[src/rtl/reset_cause_pkg.sv]
// package: constants and types of the reset cause and enable register
`default_nettype none

package reset_cause_pkg;

	// register address in the special-function space
	localparam logic [7:0] RESET_CAUSE_ADDR = 8'hEF;

	// bit positions inside the register
	localparam int FLASH_BIT = 6;
	localparam int CMP_BIT   = 5;
	localparam int SW_BIT    = 4;
	localparam int WDT_BIT   = 3;
	localparam int MCD_BIT   = 2;
	localparam int POR_BIT   = 1;
	localparam int PIN_BIT   = 0;
	localparam int FLAG_N    = 7;

	// values after power-on reset
	localparam logic             MCD_EN_RESET = 1'b0;
	localparam logic             CMP_EN_RESET = 1'b0;
	localparam logic             VDD_EN_RESET = 1'b1;
	localparam logic [FLAG_N-1:0] FLAGS_RESET = 7'h02;
	localparam logic [7:0]       RDATA_RESET  = 8'h00;

	// system reset hold time after the last request goes away
	localparam int CLK_MHZ     = 200;
	localparam int HOLD_NS     = 100;
	localparam int HOLD_CYCLES = (HOLD_NS * CLK_MHZ + 999) / 1000;
	localparam int HOLD_W      = 5;
	localparam logic [HOLD_W-1:0] HOLD_LOAD = HOLD_W'(HOLD_CYCLES - 1);
	localparam logic [HOLD_W-1:0] HOLD_ZERO = 5'h00;

	// reset causes, highest priority first after none
	typedef enum logic [2:0] {
		CAUSE_NONE,
		CAUSE_POWER,
		CAUSE_PIN,
		CAUSE_CLOCK_LOSS,
		CAUSE_COMPARATOR,
		CAUSE_WATCHDOG,
		CAUSE_FLASH,
		CAUSE_SOFTWARE
	} cause_t;

	// cause reported by each flag bit, index is the bit position
	localparam cause_t FLAG_CAUSE [0:FLAG_N-1] = '{
		CAUSE_PIN, CAUSE_POWER, CAUSE_CLOCK_LOSS, CAUSE_WATCHDOG,
		CAUSE_SOFTWARE, CAUSE_COMPARATOR, CAUSE_FLASH
	};

	// system reset sequencer states
	typedef enum logic {
		ST_RUN,
		ST_HOLD
	} seq_state_t;

endpackage : reset_cause_pkg

`default_nettype wire

[src/rtl/reset_cause_register.sv]
// module: reset cause capture, reset source enables and software reset
`default_nettype none

// Notes on behaviour
// - bit 6 is read-only, set when a flash access error caused the last reset
// - writing 1 to bit 5 arms the comparator reset, active while output low
// - bit 5 reads 1 only after a comparator-caused reset
// - writing 1 to bit 4 starts a system reset at once
// - bit 4 reads 1 only after a software-forced reset
// - bit 3 is read-only, set when watchdog overflow caused the last reset
// - writing 1 to bit 2 arms clock loss detection; bit 2 flags its reset
// - bit 1 write arms the supply monitor reset; write only once monitor settled
// - bit 1 reads 1 after every power-on or supply monitor reset
// - while bit 1 is set the other cause flags carry no meaning
// - bit 0 is read-only, set when the external reset pin caused the last reset
// - writing 0 to bit 2 disarms clock loss detection
// - supply monitor reset armed after power-on, kept through other resets
// - internal resets never drive or change the external reset pin

module reset_cause_register (
	// clock, reset and clock enable
	input  wire logic        CORE_CLK,
	input  wire logic        RST_N,
	input  wire logic        CE,
	// special-function register port
	input  wire logic [7:0]  SFR_ADDR,
	input  wire logic        SFR_WR,
	input  wire logic        SFR_RD,
	input  wire logic [7:0]  SFR_WDATA,
	output logic      [7:0]  SFR_RDATA,
	// reset sources
	input  wire logic        PIN_RST_N,
	input  wire logic        VDD_LOW,
	input  wire logic        MCD_TIMEOUT,
	input  wire logic        CMP_OUT,
	input  wire logic        WDT_OVF,
	input  wire logic        FLASH_ERR,
	// system reset and source arming
	output logic             SYS_RST_N,
	output logic             MCD_EN,
	output logic             CMP_RST_EN,
	output logic             VDD_RST_EN
);
	import reset_cause_pkg::*;

	// synchronised reset
	logic [1:0]              rst_sync_q;
	logic                    rst_n;

	// sequencer
	seq_state_t              state_q;
	seq_state_t              state_d;
	logic [HOLD_W-1:0]       hold_cnt_q;
	cause_t                  cause_q;
	logic                    hold_done;
	logic                    enter_hold;
	logic                    in_run;
	logic                    in_hold;
	logic                    power_entry;

	// register contents
	logic [FLAG_N-1:0]       flags_q;
	logic [FLAG_N-1:0]       flags_d;
	logic                    mcd_en_q;
	logic                    cmp_en_q;
	logic                    vdd_en_q;
	logic                    sys_rst_n_q;
	logic [7:0]              rdata_q;

	// next values
	logic [HOLD_W-1:0]       hold_cnt_d;
	cause_t                  cause_d;
	logic                    sys_rst_n_d;
	logic [7:0]              rdata_d;

	// bus decode
	logic                    addr_hit;
	logic                    wr_hit;

	// gated requests
	logic                    req_power;
	logic                    req_pin;
	logic                    req_clock_loss;
	logic                    req_comparator;
	logic                    req_watchdog;
	logic                    req_flash;
	logic                    req_software;
	logic                    any_req;
	cause_t                  sel_cause;
	logic                    level_req;

	// reset release through two flops, assertion stays asynchronous
	always_ff @(posedge CORE_CLK or negedge RST_N) begin
		if (!RST_N) begin
			rst_sync_q <= 2'b00;
		end else begin
			rst_sync_q <= {rst_sync_q[0], 1'b1};
		end
	end

	assign rst_n = rst_sync_q[1];

	// state decode shared by the bus and the sequencer
	assign in_run  = (state_q == ST_RUN);
	assign in_hold = (state_q == ST_HOLD);

	// register decode; writes are ignored while the system is held in reset
	assign addr_hit = (SFR_ADDR == RESET_CAUSE_ADDR);
	assign wr_hit   = SFR_WR & addr_hit & in_run;

	// written bits 5, 4, 2 and 1 act as commands, so write-back of flags would fire them
	// a written 1 in bit 4 is itself the request, no extra cycle
	assign req_software   = wr_hit & SFR_WDATA[SW_BIT];
	assign req_comparator = cmp_en_q & ~CMP_OUT;
	assign req_clock_loss = mcd_en_q & MCD_TIMEOUT;
	assign req_power      = vdd_en_q & VDD_LOW;
	// pin, watchdog and flash have no arming bit and always act
	assign req_pin        = ~PIN_RST_N;
	assign req_watchdog   = WDT_OVF;
	assign req_flash      = FLASH_ERR;

	// level sources keep the system in reset as long as they stay active
	assign level_req = req_pin | req_power;

	// pick the single cause to report
	reset_cause_select u_select (
		.req_power      (req_power),
		.req_pin        (req_pin),
		.req_clock_loss (req_clock_loss),
		.req_comparator (req_comparator),
		.req_watchdog   (req_watchdog),
		.req_flash      (req_flash),
		.req_software   (req_software),
		.any_req        (any_req),
		.cause          (sel_cause)
	);

	// sequencer next state
	assign hold_done   = (hold_cnt_q == HOLD_ZERO) & ~level_req;
	assign enter_hold  = in_run & any_req;
	assign power_entry = enter_hold & (sel_cause == CAUSE_POWER);

	always_comb begin
		case (state_q)
			ST_RUN: begin
				state_d = any_req ? ST_HOLD : ST_RUN;
			end
			ST_HOLD: begin
				state_d = hold_done ? ST_RUN : ST_HOLD;
			end
			default: begin
				state_d = ST_HOLD;
			end
		endcase
	end

	// state register, power-on starts in the hold state
	always_ff @(posedge CORE_CLK or negedge rst_n) begin
		if (!rst_n) begin
			state_q <= ST_HOLD;
		end else if (CE) begin
			state_q <= state_d;
		end
	end

	// hold counter next value, reloaded while a level source is still asserted
	// the reload makes the hold outlast the last active cycle of pin or supply
	always_comb begin
		hold_cnt_d = hold_cnt_q;
		if (enter_hold || (in_hold && level_req)) begin
			hold_cnt_d = HOLD_LOAD;
		end else if (in_hold && (hold_cnt_q != HOLD_ZERO)) begin
			hold_cnt_d = hold_cnt_q - 5'h01;
		end
	end

	// hold counter register
	always_ff @(posedge CORE_CLK or negedge rst_n) begin
		if (!rst_n) begin
			hold_cnt_q <= HOLD_LOAD;
		end else if (CE) begin
			hold_cnt_q <= hold_cnt_d;
		end
	end

	// pending cause; a supply dip during a hold turns it into a power reset
	// pulse sources arriving during a hold leave the pending cause alone
	always_comb begin
		cause_d = cause_q;
		if (enter_hold) begin
			cause_d = sel_cause;
		end else if (in_hold && req_power) begin
			cause_d = CAUSE_POWER;
		end
	end

	// pending cause register, power is the cause after power-on
	always_ff @(posedge CORE_CLK or negedge rst_n) begin
		if (!rst_n) begin
			cause_q <= CAUSE_POWER;
		end else if (CE) begin
			cause_q <= cause_d;
		end
	end

	// decode the pending cause into one flag per bit
	for (genvar i = 0; i < FLAG_N; i++) begin : g_flag
		assign flags_d[i] = (cause_q == FLAG_CAUSE[i]);
	end

	// flags change only as the hold ends, then stay until the next reset
	// after a power reset the other flags are cleared, software ignores them
	always_ff @(posedge CORE_CLK or negedge rst_n) begin
		if (!rst_n) begin
			flags_q <= FLAGS_RESET;
		end else if (CE) begin
			if (in_hold && hold_done) begin
				flags_q <= flags_d;
			end
		end
	end

	// clock loss arming: write 1 arms, write 0 disarms, any reset disarms
	always_ff @(posedge CORE_CLK or negedge rst_n) begin
		if (!rst_n) begin
			mcd_en_q <= MCD_EN_RESET;
		end else if (CE) begin
			if (enter_hold) begin
				mcd_en_q <= MCD_EN_RESET;
			end else if (wr_hit) begin
				mcd_en_q <= SFR_WDATA[MCD_BIT];
			end
		end
	end

	// comparator arming, dropped by any system reset
	always_ff @(posedge CORE_CLK or negedge rst_n) begin
		if (!rst_n) begin
			cmp_en_q <= CMP_EN_RESET;
		end else if (CE) begin
			if (enter_hold) begin
				cmp_en_q <= CMP_EN_RESET;
			end else if (wr_hit) begin
				cmp_en_q <= SFR_WDATA[CMP_BIT];
			end
		end
	end

	// supply monitor arming: on after power reset, untouched by other resets
	always_ff @(posedge CORE_CLK or negedge rst_n) begin
		if (!rst_n) begin
			vdd_en_q <= VDD_EN_RESET;
		end else if (CE) begin
			if (power_entry) begin
				vdd_en_q <= VDD_EN_RESET;
			end else if (wr_hit) begin
				vdd_en_q <= SFR_WDATA[POR_BIT];
			end
		end
	end

	// system reset follows the next state, so it drops on the request edge
	assign sys_rst_n_d = (state_d == ST_RUN);

	// system reset output, low for the whole hold; no path reaches the pin
	always_ff @(posedge CORE_CLK or negedge rst_n) begin
		if (!rst_n) begin
			sys_rst_n_q <= 1'b0;
		end else if (CE) begin
			sys_rst_n_q <= sys_rst_n_d;
		end
	end

	// read data next value, unmapped addresses read zero, top bit always zero
	// reads are served during a hold as well, only writes are refused there
	always_comb begin
		rdata_d = rdata_q;
		if (SFR_RD && addr_hit) begin
			rdata_d = {1'b0, flags_q};
		end else if (SFR_RD) begin
			rdata_d = RDATA_RESET;
		end
	end

	// read data register, holds its value between reads
	always_ff @(posedge CORE_CLK or negedge rst_n) begin
		if (!rst_n) begin
			rdata_q <= RDATA_RESET;
		end else if (CE) begin
			rdata_q <= rdata_d;
		end
	end

	// outputs straight from flops
	assign SFR_RDATA  = rdata_q;
	assign SYS_RST_N  = sys_rst_n_q;
	assign MCD_EN     = mcd_en_q;
	assign CMP_RST_EN = cmp_en_q;
	assign VDD_RST_EN = vdd_en_q;

endmodule // reset_cause_register

`default_nettype wire

[src/rtl/reset_cause_select.sv]
// module: priority selection among pending system reset requests
`default_nettype none

module reset_cause_select (
	// requests, already gated by their enables
	input  wire logic                    req_power,
	input  wire logic                    req_pin,
	input  wire logic                    req_clock_loss,
	input  wire logic                    req_comparator,
	input  wire logic                    req_watchdog,
	input  wire logic                    req_flash,
	input  wire logic                    req_software,
	// result
	output logic                         any_req,
	output reset_cause_pkg::cause_t      cause
);
	import reset_cause_pkg::*;

	// one cause wins so exactly one flag is recorded
	always_comb begin
		any_req = 1'b1;
		if (req_power) begin
			cause = CAUSE_POWER;
		end else if (req_pin) begin
			cause = CAUSE_PIN;
		end else if (req_clock_loss) begin
			cause = CAUSE_CLOCK_LOSS;
		end else if (req_comparator) begin
			cause = CAUSE_COMPARATOR;
		end else if (req_watchdog) begin
			cause = CAUSE_WATCHDOG;
		end else if (req_flash) begin
			cause = CAUSE_FLASH;
		end else if (req_software) begin
			cause = CAUSE_SOFTWARE;
		end else begin
			cause   = CAUSE_NONE;
			any_req = 1'b0;
		end
	end

endmodule // reset_cause_select

`default_nettype wire

[config.mk]
export PLATFORM = sky130hd
export DESIGN_NAME = reset_cause_register
export DESIGN_NICKNAME = d
export VERILOG_FILES = /design/src/rtl/reset_cause_pkg.sv /design/src/rtl/reset_cause_register.sv /design/src/rtl/reset_cause_select.sv
export SDC_FILE = /design/constraint.sdc
export NUM_CORES = 1
export LEC_CHECK = 0
export ABC_AREA = 1
export CAP_MARGIN = 20
export CORE_MARGIN = 4
export CORE_UTILIZATION = 69
export CTS_BUF_LIST = sky130_fd_sc_hd__clkbuf_4
export CTS_CLUSTER_DIAMETER = 200
export DETAILED_ROUTE_END_ITERATION = 8
export DONT_BUFFER_PORTS = 1
export PLACE_DENSITY = 0.93
export SYNTH_ARGS = -nofsm -noshare
export SYNTH_HDL_FRONTEND = slang
export SYNTH_SLANG_ARGS = --single-unit
[constraint.sdc]
create_clock -name CORE_CLK -period 2 [get_ports CORE_CLK]
set_clock_uncertainty 0.15 [all_clocks]
set_input_delay 0.1 -clock CORE_CLK [delete_from_list [all_inputs] [get_ports CORE_CLK]]
set_output_delay 0.1 -clock CORE_CLK [all_outputs]
set_load 0.02 [all_outputs]
# After elaboration in Yosys (flattened, before gate mapping)
# Cells that the tools add are included.
[op_classes]
addsub = 1
mul = 0
div = 0
magnitude_cmp = 0
n_eq_ne = 9
shifts = 0
mux = 29
bitwise = 15
reduce_logical = 19
[ops]
columns = ["op", "count"]
rows = [
  ["two-way mux 3 bit", 9],
  ["two-way mux 8 bit", 2],
  ["two-way mux 1 bit", 15],
  ["equality test 3 bit (second input constant)", 4],
  ["AND reduction 2 bit", 6],
  ["two-way mux 5 bit", 2],
  ["nonzero test 2 bit", 5],
  ["AND 1 bit", 9],
  ["equality test 8 bit (second input constant)", 1],
  ["equality test 3 x 1 -> 1 bit (second input constant)", 2],
  ["equality test 3 x 2 -> 1 bit (second input constant)", 2],
  ["logical AND 1 bit", 5],
  ["zero test 5 bit", 1],
  ["inverter 1 bit", 5],
  ["nonzero test 5 bit", 1],
  ["subtractor 5 x 1 -> 5 bit (second input constant)", 1],
  ["case mux 1 bit (2 select lines)", 1],
  ["logical OR 1 bit", 1],
  ["OR 1 bit", 1],
]
[totals]
register_bits = 30
latchBits = 0
mem_bits_rw = 0
mem_bits_ro = 0
in_bits = 27
output_inout_bits = 12
wordCells = 83
n_memories = 0

# Longest topological paths before layout
[logic_depth]
word_depth = 15
mapped_depth = 12

# By module
# Synthesis repeated with hierarchy kept, for this count alone.
[unflattened]
hier_cells = 198
hier_area_um2 = 1565.3
[modules_own_cells]
columns = ["mod", "n_inst", "cells_per_inst", "area_per_inst_um2"]
rows = [
  ["reset_cause_register", 1, 178, 1477.7],
  ["reset_cause_select", 1, 20, 87.6],
]

# Worst setup path after synthesis
# No wires, ideal clock.
[synth_timing]
path_kind = "register to register"
startpoint = "register vdd_en_q (netlist: VDD_RST_EN)"
endpoint = "register sys_rst_n_q (netlist: SYS_RST_N)"
arrival_time_ns = 1.322
required_time_ns = 1.731
slack_ns = 0.409
stages_incl_launch_ff = 9
n_path_buf = 0
period_less_slack_ns = 1.591
path_cell_list = "dfstp_2 nand2_2 nand2_2 nor2_4 nand4_4 inv_1 nor2_2 nand2_4 o21a_1"
[synth_via]
elab_chain_cells = 7
word_cells_on_any_way = 9
[synth_lines]
columns = ["element", "line_no", "text"]
rows = [
  ["start: declaration", "reset_cause_register.sv:66", "logic vdd_en_q;"],
  ["start signal: assignment", "reset_cause_register.sv:257", "vdd_en_q <= SFR_WDATA[POR_BIT];"],
  ["AND 1 bit (*)", "reset_cause_register.sv:116", "assign req_power = vdd_en_q & VDD_LOW;"],
  ["OR 1 bit", "reset_cause_register.sv:123", "assign level_req = req_pin | req_power;"],
  ["inverter 1 bit", "reset_cause_register.sv:139", "assign hold_done = (hold_cnt_q == HOLD_ZERO) & ~level_req;"],
  ["AND 1 bit", "reset_cause_register.sv:139", ""],
  ["two-way mux 1 bit", "reset_cause_register.sv:149", "state_d = hold_done ? ST_RUN : ST_HOLD;"],
  ["case mux 1 bit (2 select lines) (*)", "reset_cause_register.sv:144", "case (state_q)"],
  ["inverter 1 bit (*)", "reset_cause_register.sv:263", "assign sys_rst_n_d = (state_d == ST_RUN);"],
  ["end signal: assignment", "reset_cause_register.sv:270", "sys_rst_n_q <= sys_rst_n_d;"],
  ["end: declaration", "reset_cause_register.sv:67", "logic sys_rst_n_q;"],
]
# Mark *: on every way between the ends. The rest lies on a longest branch, timed or not.
# A chain may end at the register's enable or synchronous reset.

# Worst setup path in the final report
[layout_timing]
startpoint = "register mcd_en_q (netlist: MCD_EN)"
endpoint = "register cause_q[0]"
[layout_via]
elab_chain_cells = 7
word_cells_on_any_way = 11
[layout_lines]
columns = ["element", "line_no", "text"]
rows = [
  ["start: declaration", "reset_cause_register.sv:64", "logic mcd_en_q;"],
  ["start signal: assignment", "reset_cause_register.sv:231", "mcd_en_q <= SFR_WDATA[MCD_BIT];"],
  ["AND 1 bit (*)", "reset_cause_register.sv:115", "assign req_clock_loss = mcd_en_q & MCD_TIMEOUT;"],
  ["two-way mux 1 bit", "reset_cause_select.sv:26", "end else if (req_clock_loss) begin"],
  ["two-way mux 1 bit", "reset_cause_select.sv:24", "end else if (req_pin) begin"],
  ["two-way mux 1 bit", "reset_cause_select.sv:22", "if (req_power) begin"],
  ["AND 1 bit", "reset_cause_register.sv:140", "assign enter_hold = in_run & any_req;"],
  ["nonzero test 2 bit (no line)", "n/a", ""],
  ["AND reduction 2 bit (no line)", "n/a", ""],
  ["end signal: assignment", "reset_cause_register.sv:202", "cause_q <= cause_d;"],
  ["end: declaration", "reset_cause_register.sv:54", "cause_t cause_q;"],
]
# Marked as above.

==> summary.md <==
| Metric | Value |
|---|---|
| Run status | complete, no violations |
| LEAKAGE | 0.910 nW |
| Minimum clock period after layout | 1830 ps |
| Crit path required time | 2140 ps |
| Peak Freq | 547 MHz |
| Final setup slack of the worst path | 172 ps |
| Final weighted congestion of routability-driven global placement | 0.841 |
| Maximum buffer depth of the clock tree | 2 |
| Maximum fanout along the worst path | 5 |
| Final routed DRC violation total | 0 |
| Non-filler instance count after layout | 225 |
| Post-route setup TNS | 0 ps |
| Cell at the root of the clock tree | clkbuf_4 |
| Share of layout cells above drive strength 1 | 15.2% |
| Synthesized Nets | 209 |
| Number of antenna violations at the first check in global routing | 0 |
| Critical path launch point type | flop |
| Total routed wirelength | 3820 um |
| Number of distinct library cells after synthesis | 29 |
| Layout Nets | 226 |
| Post-Synthesis Cell Area | 0.00150 mm^2 |
| CTS tree | built |
| Overall track demand over capacity in global routing | 30.7% |
| Standard-cell row count | 16 |
| Tot Pwr | 1.47 mW |
| Areal power density over the cells | 855 mW/mm^2 |
| Total area of sequential cells | 736 um^2 |
| Area of the multi-input gates | 631 um^2 |
| Initial cell density of the core | 74.3% |
| Drt wl/cell | 17.0 um |
| Setup Viol. Count Final | 0 |
| Total of flip-flops plus latches after synthesis | 29 |
| Most Used Layer, Global Route | met2 |
| Placed cell area | 0.00152 mm^2 |
| Vias per inst | 6.05 |
| Number of synthesis warnings | 0 |
| Diode insertion count for antenna repair | 0 |
| Number of global-route vias before repair | 1400 |
| Vias after detailed routing | 1361 |
| Portion of total power attributed to sequential cells | 50.2% |
| Proportion of total power due to net switching | 31.0% |
| Worst-path clk slew | 100 ps |
| Count of pins on the block boundary | 39 |
| CP Class | reg -> reg |
| Clock sinks | 29 |
| Cell count after synthesis | 180 |
| Chip height | 54.7 um |
| Async set-reset flop share out of synthesis | 100% |
| Int Power | 1.02 mW |
| Arrival time reported for the critical path endpoint | 1970 ps |
| Global-route wire length before repair | 6320 um |
| Setup repair after global routing missed its margin | false |
| Total gr overflow | 0 |
| HPWL Detailed | 2390 um |
| Die width | 54.7 um |
| Area of the die | 0.00299 mm^2 |
| Worst-case vdd ir drop | 0.756 mV |
| Sequential fraction of the synthesis area | 48.9% |
| Clk pwr share | 33.1% |
| Hold/Removal Path Class | in -> reg |
| Synth-to-layout area growth | 14.7% |
| Number of synthesized flops with an enable pin | 0 |
| Total net switching power | 0.456 mW |
| Count of nets left with antenna violations after detail routing | 0 |
| Met3 Usage GRT | 8.99% |
| Number of clock buffers inserted by TritonCTS | 5 |
| Flip-flop cell with the highest count after synthesis | dfrtp_1 |
| Share of the clock period used by the worst path | 91.4% |
| Final Hold Vio Count | 0 |
| Share of total power in combinational logic | 16.7% |
| Max_cap viols | 0 |
| Total instance count after detailed placement | 205 |
| Starting DRT DRC Count | 78 |
| Met2 usage in global routing | 51.6% |
| Number of buffers inserted by port buffering | 0 |
| Largest net degree at the start of global routing | 28 |
| Source-to-sink clock delay at the later pin of the worst-skew pair | 340 ps |
| Number of pins with negative max-slew slack in the final report | 0 |
| Core Box Area | 0.00202 mm^2 |
| Element type at the critical path end | flop |
| Post-Place Worst Slack | 279 ps |
| Fill cells | 99 |
| Syn avg cell area | 8.35 um^2 |
| Post-Layout Inst Area | 0.00172 mm^2 |
| H-Tree Depth | 2 |
| Met1 usage | 34.5% |
| Initial DRT Pass Iterations | 5 |
[final timing paths]
kind                                    start            end  slack, ps  depth (start not counted)
worst max-delay path                   MCD_EN     cause_q[0]        170                          9
worst min-delay path              MCD_TIMEOUT     cause_q[0]         10                          6
worst max register to register         MCD_EN     cause_q[0]        170                          9
worst min register to register  rst_sync_q[1]     cause_q[2]        110                          1
min in group asynchronous       rst_sync_q[1]     cause_q[2]        110                          1
max in group asynchronous               RST_N  rst_sync_q[0]       1200                          2
[power by group through the flow]
| stage | Combinational [mW] | Sequential [mW] | Clock, mW |
|---|---|---|---|
| detailed placement | 0.205 | 0.745 | 0 |
| global placement | 0.187 | 0.740 | 0 |
| global route | 0.275 | 0.748 | 0.523 |
| finish | 0.246 | 0.740 | 0.487 |
| floorplan | 0.160 | 0.740 | 0 |
| CTS | 0.230 | 0.734 | 0.484 |
[per-stage QoR]
step | hold WS (ps) | util, %
after floorplan | -346 | -
after global placement | -346 | 75.2
after detailed placement | -346 | 75.2
after CTS | 3.11 | 85.0
after global routing | 60.7 | 85.3
final | 14.0 | 85.3
[area by class of cell]
cell class | instances | area share [%]
clock buffers | 6 | 2.61
clock inverters | 2 | 1.96
inverters | 32 | 6.97
multi-input cells | 116 | 36.6
flip-flops and latches | 29 | 42.7
well taps | 27 | 1.96
repair buffers | 13 | 7.26
[metal layers]
layer	wire, um	vias up
li1	-	608
met1	1380	644
met2	1960	92
met3	350	17
met4	135	0
met5	0	-
[worst max-delay path, stage by stage (launching register included)]
cell     delay, ps
dfrtp_1        480
nand2_1        140
inv_1           80
nor3_4         190
nand4_1        240
nand3_2        190
inv_1           70
nand3_1        100
nand2_1         70
inv_1           70
[synthesized netlist by cell type (2+ instances only)]
| library cell | count | area [um^2] |
|---|---|---|
| dfstp_2 | 7 | 184 |
| nand3_1 | 9 | 45.0 |
| nand2_2 | 3 | 18.8 |
| a21oi_1 | 2 | 10.0 |
| nand2_1 | 42 | 158 |
| inv_1 | 31 | 116 |
| xor2_1 | 3 | 26.3 |
| nand4_1 | 12 | 75.1 |
| dfrtp_1 | 22 | 551 |
| nor2_4 | 2 | 22.5 |
| o21ai_0 | 17 | 85.1 |
| conb_1 | 2 | 7.51 |
| nor2_1 | 11 | 41.3 |
| ha_1 | 2 | 25.0 |
[registers in the layout, indices dropped and copies added, names as in the netlist]
| name | cells |
|---|---|
| CMP_RST_EN | 1 |
| cause_q | 3 |
| rst_sync_q | 2 |
| MCD_EN | 1 |
| flags_q | 7 |
| hold_cnt_q | 5 |
| SFR_RDATA | 7 |
| SYS_RST_N | 1 |
| VDD_RST_EN | 1 |
| in_hold | 1 |
[cells in the final DEF (no fill, tap or decap)]
cell type	netlist	layout
nand4_1	12	12
nor4_2	0	1
nor3_4	1	1
nor2_1	11	11
o21a_1	1	1
o311ai_0	1	1
bufinv_16	0	1
nand2_2	3	3
o21ai_0	17	17
nand3_1	9	9
ha_1	2	2
xor2_1	3	3
o21ai_1	1	1
nand2_1	42	42
nor2_4	2	2
nand3_2	1	1
inv_2	1	1
inv_1	31	31
nand4_2	1	1
nor3_1	1	1
a21oi_1	2	2
nor2_2	1	1
dfstp_2	7	7
dfrtp_1	22	21
buf_4	1	2
clkinv_1	0	1
dfrtp_2	0	1
clkbuf_4	0	6
conb_1	2	2
nand2_4	1	1
nand4_4	1	1
dlygate4sd3_1	0	11
[cells by family after synthesis]
logic type	synth area share [%]
adder cells (fa/ha/maj)	1.67
buffers and inverters	9.57
AND/OR/NAND/NOR	29.9
XOR/XNOR	1.75
AO/OA/AOI/OAI	7.74
flip-flops	48.9
other	0.500
[repair_timing]
| item | CTS | global route |
|---|---|---|
| endpoints found under the hold margin | 27 | 0 |
| gates resized for setup | 0 | 2 |
| hold buffers | 12 | 0 |
| setup endpoints to repair | 0 | 2 |
| setup buffers | 0 | 1 |
No activity file was read; power rests on OpenSTA's default activity.
